--- src/shared/fmcps_pkg.sv ---
// constants for the flash mode control and power state block
`default_nettype none
package fmcps_pkg;
    // register offsets
    localparam logic [3:0] ADDR_MODE_CTRL = 4'h0;
    localparam logic [3:0] ADDR_STATUS = 4'h1;
    localparam logic [3:0] ADDR_EVT_STATUS = 4'h2;
    localparam logic [3:0] ADDR_EVT_MASK = 4'h3;
    localparam logic [3:0] ADDR_POWER = 4'h4;
    // mode control and status bit positions
    localparam int BIT_PROGRAM = 0;
    localparam int BIT_ERASE = 1;
    localparam int BIT_VERIFY = 2;
    localparam int BIT_PSETUP = 4;
    localparam int BIT_ESETUP = 5;
    localparam int BIT_SWE = 6;
    localparam int BIT_WEPIN = 7;
    localparam int BIT_ERROR = 7;
    // event bit positions
    localparam int EVT_ERROR = 0;
    localparam int EVT_WAKE = 1;
    localparam int EVT_W = 2;
    localparam logic [7:0] MODE_RESET = 8'h00;
    localparam logic [7:0] STATUS_RESET = 8'h00;
    localparam logic [EVT_W-1:0] EVT_RESET = 2'h0;
    // chip operating states
    typedef enum logic [2:0] {
        FMCPS_ACTIVE = 3'h0,
        FMCPS_SLEEP = 3'h1,
        FMCPS_WATCH = 3'h2,
        FMCPS_STANDBY = 3'h3,
        FMCPS_MSTOP = 3'h4,
        FMCPS_SUBACT = 3'h5,
        FMCPS_SUBSLP = 3'h6
    } fmcps_chip_e;
    // flash array states, gray along normal -> power-down -> standby
    typedef enum logic [1:0] {
        FMCPS_NORMAL = 2'b00,
        FMCPS_PDOWN = 2'b01,
        FMCPS_STBY = 2'b11
    } fmcps_flash_e;
endpackage : fmcps_pkg
`default_nettype wire

--- src/logic/fmcps_sync.sv ---
// two flop synchroniser for pin levels
`default_nettype none
module fmcps_sync (
    input wire logic clk_sys_in, // system clock
    input wire logic rst_b_in, // sync reset, active low
    input wire logic d_in, // asynchronous level
    output logic q_out // synchronised level
);
    logic meta_r;
    always_ff @(posedge clk_sys_in) begin
        if (!rst_b_in) begin
            meta_r <= 1'b0;
            q_out <= 1'b0;
        end else begin
            meta_r <= d_in;
            q_out <= meta_r;
        end
    end
endmodule : fmcps_sync
`default_nettype wire

--- src/logic/fmcps_top.sv ---
// flash mode control, error protection and power state mapping
//
// Overview of operation
// verify bit gives verify mode under both enables
// verify bit sets only with both enables
// erase needs pin, software enable, erase setup
// program needs pin, software enable, program setup
// clearing a mode bit ends mode; reset zero
// fault sets error flag, enters error protection
// software never writes status; writes ignored
// status bits six to zero read zero
// normal state allows reads and writes
// standby state halts all flash access
// power-down state is read only
// chip modes map onto flash states
// software sets standby timer for wake wait; this block has no standby timer, the wake from standby is not delayed
// software waits after module stop exit
// error flag blocks program and erase entry
//
// Our own choices: the address map and strobed register access.
`default_nettype none
module fmcps_top (
    input wire logic clk_sys_in, // system clock 200 MHz
    input wire logic rst_b_in, // sync reset, active low
    input wire logic [3:0] addr_in, // register address
    input wire logic [7:0] wdata_in, // write data
    input wire logic wr_in, // write strobe
    input wire logic rd_in, // read strobe
    output logic [7:0] rdata_out, // read data, cycle after strobe
    input wire logic write_enable_pin_in, // flash write enable pin
    input wire logic fault_in, // program or erase fault pulse
    input wire logic [2:0] chip_state_in, // chip operating state
    output logic program_mode_out, // array in program mode
    output logic erase_mode_out, // array in erase mode
    output logic verify_mode_out, // array in program-verify mode
    output logic error_protect_out, // array in error protection
    output logic read_allow_out, // array readable
    output logic write_allow_out, // array writable
    output logic [1:0] flash_state_out, // flash power state
    output logic irq_out // interrupt, level
);
    import fmcps_pkg::*;

    // ------------------------------------------------------------
    // pin synchronisation
    // ------------------------------------------------------------
    logic wepin_s;
    fmcps_sync u_wepin (
        .clk_sys_in(clk_sys_in),
        .rst_b_in(rst_b_in),
        .d_in(write_enable_pin_in),
        .q_out(wepin_s)
    );

    // ------------------------------------------------------------
    // register decode
    // ------------------------------------------------------------
    wire wr_mode = wr_in && (addr_in == ADDR_MODE_CTRL);
    wire wr_mask = wr_in && (addr_in == ADDR_EVT_MASK);
    wire rd_evt = rd_in && (addr_in == ADDR_EVT_STATUS);

    logic [7:0] mode_r;
    logic [7:0] mode_nxt;
    logic error_r;
    logic [EVT_W-1:0] evt_r;
    logic [EVT_W-1:0] evt_nxt;
    logic [EVT_W-1:0] mask_r;
    fmcps_flash_e fstate_r;
    fmcps_flash_e fstate_nxt;

    // ------------------------------------------------------------
    // mode control register with setting interlocks
    // ------------------------------------------------------------
    wire swe_new = wdata_in[BIT_SWE];
    wire en_both = wepin_s && swe_new;
    wire not_err = !error_r;
    wire verify_ok = en_both;
    wire erase_ok = en_both && wdata_in[BIT_ESETUP] && not_err;
    wire prog_ok = en_both && wdata_in[BIT_PSETUP] && not_err;
    wire pin_drop = !wepin_s;

    always_comb begin
        mode_nxt = mode_r;
        if (wr_mode) begin
            mode_nxt = wdata_in;
            mode_nxt[BIT_WEPIN] = 1'b0;
            mode_nxt[BIT_VERIFY] = wdata_in[BIT_VERIFY] && verify_ok;
            mode_nxt[BIT_ERASE] = wdata_in[BIT_ERASE] && erase_ok;
            mode_nxt[BIT_PROGRAM] = wdata_in[BIT_PROGRAM] && prog_ok;
        end
        // losing the pin or software enable ends every mode
        if (pin_drop || !mode_nxt[BIT_SWE]) begin
            mode_nxt[BIT_VERIFY] = 1'b0;
            mode_nxt[BIT_ERASE] = 1'b0;
            mode_nxt[BIT_PROGRAM] = 1'b0;
        end
        if (error_r) begin
            mode_nxt[BIT_ERASE] = 1'b0;
            mode_nxt[BIT_PROGRAM] = 1'b0;
        end
    end

    always_ff @(posedge clk_sys_in) begin
        if (!rst_b_in) begin
            mode_r <= MODE_RESET;
        end else begin
            mode_r <= mode_nxt;
        end
    end

    // ------------------------------------------------------------
    // error flag, cleared only by reset
    // ------------------------------------------------------------
    wire op_active = mode_r[BIT_PROGRAM] || mode_r[BIT_ERASE];
    wire fault_hit = fault_in && op_active;

    always_ff @(posedge clk_sys_in) begin
        if (!rst_b_in) begin
            error_r <= 1'b0;
        end else if (fault_hit) begin
            error_r <= 1'b1;
        end
    end

    // ------------------------------------------------------------
    // chip to flash state mapping
    // ------------------------------------------------------------
    always_comb begin
        unique case (chip_state_in)
            FMCPS_ACTIVE, FMCPS_SLEEP: fstate_nxt = FMCPS_NORMAL;
            FMCPS_WATCH, FMCPS_STANDBY, FMCPS_MSTOP: fstate_nxt = FMCPS_STBY;
            FMCPS_SUBACT, FMCPS_SUBSLP: fstate_nxt = FMCPS_PDOWN;
            default: fstate_nxt = FMCPS_STBY;
        endcase
    end

    always_ff @(posedge clk_sys_in) begin
        if (!rst_b_in) begin
            fstate_r <= FMCPS_NORMAL;
        end else begin
            fstate_r <= fstate_nxt;
        end
    end

    wire wake_evt = (fstate_r == FMCPS_STBY) && (fstate_nxt != FMCPS_STBY);
    wire rd_ok_nxt = (fstate_nxt != FMCPS_STBY);
    wire wr_ok_nxt = (fstate_nxt == FMCPS_NORMAL) && !error_r && !fault_hit;

    // ------------------------------------------------------------
    // events and interrupt
    // ------------------------------------------------------------
    logic [EVT_W-1:0] evt_set;
    assign evt_set[EVT_ERROR] = fault_hit;
    assign evt_set[EVT_WAKE] = wake_evt;

    always_comb begin
        evt_nxt = rd_evt ? EVT_RESET : evt_r;
        evt_nxt = evt_nxt | evt_set; // set wins over read clear
    end

    always_ff @(posedge clk_sys_in) begin
        if (!rst_b_in) begin
            evt_r <= EVT_RESET;
            mask_r <= EVT_RESET;
        end else begin
            evt_r <= evt_nxt;
            if (wr_mask) begin
                mask_r <= wdata_in[EVT_W-1:0];
            end
        end
    end

    // ------------------------------------------------------------
    // read mux; status register ignores writes
    // ------------------------------------------------------------
    logic [7:0] status_val;
    logic [7:0] mode_view;
    logic [7:0] rsel;
    always_comb begin
        status_val = STATUS_RESET;
        status_val[BIT_ERROR] = error_r;
        mode_view = mode_r;
        mode_view[BIT_WEPIN] = wepin_s;
        unique case (addr_in)
            ADDR_MODE_CTRL: rsel = mode_view;
            ADDR_STATUS: rsel = status_val;
            ADDR_EVT_STATUS: rsel = {{(8-EVT_W){1'b0}}, evt_r};
            ADDR_EVT_MASK: rsel = {{(8-EVT_W){1'b0}}, mask_r};
            ADDR_POWER: rsel = {6'h00, fstate_r};
            default: rsel = 8'h00;
        endcase
    end

    // ------------------------------------------------------------
    // registered outputs
    // ------------------------------------------------------------
    always_ff @(posedge clk_sys_in) begin
        if (!rst_b_in) begin
            rdata_out <= 8'h00;
            program_mode_out <= 1'b0;
            erase_mode_out <= 1'b0;
            verify_mode_out <= 1'b0;
            error_protect_out <= 1'b0;
            read_allow_out <= 1'b0;
            write_allow_out <= 1'b0;
            flash_state_out <= FMCPS_NORMAL;
            irq_out <= 1'b0;
        end else begin
            rdata_out <= rd_in ? rsel : 8'h00;
            program_mode_out <= mode_nxt[BIT_PROGRAM];
            erase_mode_out <= mode_nxt[BIT_ERASE];
            verify_mode_out <= mode_nxt[BIT_VERIFY];
            error_protect_out <= error_r || fault_hit;
            read_allow_out <= rd_ok_nxt;
            write_allow_out <= wr_ok_nxt;
            flash_state_out <= fstate_nxt;
            irq_out <= |(evt_nxt & mask_r);
        end
    end
endmodule : fmcps_top
`default_nettype wire

--- config.mk ---
export PLATFORM = sky130hd
export DESIGN_NAME = fmcps_top
export DESIGN_NICKNAME = d
export VERILOG_FILES = /design/src/shared/fmcps_pkg.sv /design/src/logic/fmcps_sync.sv /design/src/logic/fmcps_top.sv
export SDC_FILE = /design/constraint.sdc
export NUM_CORES = 1
export LEC_CHECK = 0
export ABC_AREA = 0
export BUFFER_PORTS_ARGS = -buffer_cell sky130_fd_sc_hd__buf_2
export CAP_MARGIN = 10
export CORE_AREA = 2 2 47 58
export DETAILED_ROUTE_END_ITERATION = 8
export DIE_AREA = 0 0 49 60
export GPL_TIMING_DRIVEN = 0
export HOLD_SLACK_MARGIN = 0.05
export PLACE_DENSITY = 0.72
export SETUP_SLACK_MARGIN = 0.05
export SLEW_MARGIN = 5
export SYNTH_ARGS = -nofsm -noshare
export SYNTH_HDL_FRONTEND = slang
export SYNTH_HIERARCHICAL = 1
export SYNTH_SLANG_ARGS = --single-unit
--- constraint.sdc ---
create_clock -name clk_sys_in -period 1.5 [get_ports clk_sys_in]
set_clock_uncertainty 0.2 [all_clocks]
set_input_delay 0.075 -clock clk_sys_in [delete_from_list [all_inputs] [get_ports clk_sys_in]]
set_output_delay 0.075 -clock clk_sys_in [all_outputs]
set_load 0.02 [all_outputs]
==> run summary <==
type of the setup path with the least slack: in -> reg
maximum number of pins on one net before global-route repair: 16
average wire length per cell after detail routing: 12.0 um
highest metal layer with signal wires: met4
max-capacitance violation count: 0
H-tree lvl count: 1
required arrival time at the worst endpoint: 1520 ps
maximum resistive drop on vdd: 0.719 mV
Layout fillers: 215
P&R area growth vs syn: 42.6%
aggregate global routing overflow: 0
initial antenna violation count: 0
clock tree from TritonCTS: done
outcome: complete, but fails checks
Initial DRC Count: 35
type of origin of the critical path: input pin
Hold Crit Class: in -> reg
horizontal extent of the die: 49 um
worst slew pin tran: 418 ps
most used flip-flop cell after synthesis: sky130_fd_sc_hd__dfxtp_1
number of synthesis warnings: 6
net count of the mapped netlist: 133
Total GRT Usage: 17.8%
minimum setup slack among reg-to-reg paths: 120 ps
Clock Root Buffer: sky130_fd_sc_hd__clkbuf_4
met1 routed wirelength after detailed routing: 960 um
count of final hold-check violations: 8
area of the placeable core: 2430 sq um
y dimension of the die: 60 um
Post CTS Setup Buffer Count: 0
initial cell density of the core: 45.0%
CTS max path bufs: 2
count of unique library cells instantiated by Yosys: 33
DR vias: 1000
Routed Wire Length: 2.45 mm
final sum of negative setup slack: 0 ps
DPL Wire Length: 1.65 mm
relative slew slack: 71.9%
clock tree sinks: 28
synth cell count leaders: sky130_fd_sc_hd__dfxtp_1 (28), sky130_fd_sc_hd__nand2_1 (14), sky130_fd_sc_hd__nor2b_1 (10)
Via-to-Cell Ratio: 4.90
Post-DRT Antenna Nets: 0
worst-case hold slack: -113 ps
cell type contributing the most total cell area after synthesis: sky130_fd_sc_hd__dfxtp_1
share of flip-flops with an asynchronous set or reset after synthesis: 0%
kind of end point of the critical path: flip-flop
wire length of the first global-routing pass: 3.95 mm
mean post-synth cell area: 9.75 sq um
crit path max fanout: 3
Num CTS Buffers: 3
synthesized flop and latch total: 28
DIE AREA: 2940 sq um
top-area cell type share of the netlist area: 51.3%
Site Rows: 20
wire length on met2: 1.33 mm
Post-synth EDFFs: 0
antenna diode count: 0
data arrival at the endpoint of the critical path: 1420 ps
count of buffers inserted at the top-level ports: 35
most repeated cell in the gate-level netlist after synthesis: sky130_fd_sc_hd__dfxtp_1
setup repair after global routing missed its margin: true
number of pins exceeding their max-slew limit in the final report: 0
clock-pin slew on the worst setup and hold paths: 140 ps
layout cell share with drive strength beyond 1: 30.4%
clock network latency to the later pin of the worst-skew pair: 330 ps
failing checks: hold timing
Power, Total: 1.28 mW
post-synthesis instance area: 1090 sq um
top-level I/O count: 38
Static Leak: 0.672 nW
leading post-synthesis cells by cell area: sky130_fd_sc_hd__dfxtp_1 (51%), sky130_fd_sc_hd__nor2b_1 (5.7%), sky130_fd_sc_hd__nand2_1 (4.8%)
post-synthesis instance total: 112
final net count: 193
placer congestion estimate: 0.790
length of the first detailed-routing pass in iterations: 4
period utilisation layout: 93.6%
number of global-route vias before repair: 961
Power per Cell Area: 821 nW/um^2
sequential fraction of the synthesis area: 51.3%
Highest Clock Rate: 0.713 GHz
met3 WL post-DR: 130 um
# setup viols final: 0
post-detailed-route DRC marker count: 0
clock period minus worst slack: 1400 ps
power by group:
group	leakage [nW]	total, mW	switching, mW	internal [mW]
logic	0.424	0.150	0.0689	0.0816
registers	0.227	0.764	0.00687	0.757
clock network	0.0210	0.364	0.216	0.149
total	0.672	1.28	0.291	0.987
what timing repair did:
item,in CTS,in global routing
setup endpoints to repair,0,5
hold buffers,20,1
hold endpoints to repair,28,12
gates resized for setup,0,2
cells in the final DEF (no fill, tap or decap), types with 3 or more instances in the layout:
cell                             n
sky130_fd_sc_hd__buf_2          35
sky130_fd_sc_hd__dfxtp_1        28
sky130_fd_sc_hd__dlygate4sd3_1  20
sky130_fd_sc_hd__nand2_1        14
sky130_fd_sc_hd__nor2b_1        10
sky130_fd_sc_hd__and2_1          8
sky130_fd_sc_hd__nor2_1          4
sky130_fd_sc_hd__mux2i_1         4
sky130_fd_sc_hd__and3_1          3
sky130_fd_sc_hd__a21boi_0        3
sky130_fd_sc_hd__nand4_1         3
sky130_fd_sc_hd__a21oi_1         3
sky130_fd_sc_hd__clkbuf_4        3
per-stage QoR:
stage,instance area [sq um],cells,worst slack (ps),utilization [%]
detailed placement,1310,180,-153,53.9
global route,1560,204,44.3,64.2
CTS,1550,204,64.4,63.7
floorplan,1090,112,106,-
finish,1560,204,96.7,64.2
global placement,1310,180,-120,53.9
cell type report:
class | count | area [sq um] | area share [%]
clock buffer | 4 | 36.3 | 2.33
inverter | 2 | 7.51 | 0.482
sequential | 28 | 561 | 36.0
buffer | 5 | 33.8 | 2.17
multi-input combinational | 77 | 503 | 32.3
tap | 33 | 41.3 | 2.65
timing repair buffer | 55 | 375 | 24.1
final timing paths:
kind	from	cells after the start	end
worst max-delay path	chip_state_in[2]	6	irq_out
worst min-delay path	addr_in[3]	3	rdata_out[1]
worst max register to register	mode_r[3]	3	mode_r[3]
worst min register to register	mode_r[3]	1	rdata_out[3]
state kept, by name, indices dropped and copies added (netlist names):
name	cells
error_protect_out	1
error_r	1
evt_r	2
flash_state_out	2
irq_out	1
mask_r	2
mode_r	7
rdata_out	8
read_allow_out	1
u_wepin/meta_r	1
u_wepin/q_out	1
write_allow_out	1
routing by layer:
metal | up-vias | track usage, %
li1 | 501 | -
met1 | 459 | 17.8
met2 | 36 | 34.4
met3 | 4 | 3.50
met4 | 0 | 10.6
met5 | - | 0
cells by family after synthesis:
group / after synthesis / synth area share (%)
buffers and inverters: 7 / 3.78
XOR/XNOR: 1 / 0.802
multiplexers: 6 / 6.07
AND/OR/NAND/NOR: 55 / 28.0
AO/OA/AOI/OAI: 15 / 10.1
flip-flops: 28 / 51.3
critical path: stages:
cell	delay, ps
sky130_fd_sc_hd__dlygate4sd3_1	560
sky130_fd_sc_hd__buf_2	140
sky130_fd_sc_hd__nor2b_1	140
sky130_fd_sc_hd__xnor2_2	150
sky130_fd_sc_hd__a32oi_1	260
sky130_fd_sc_hd__o22ai_1	100
Power figures use the tool's default switching activity.
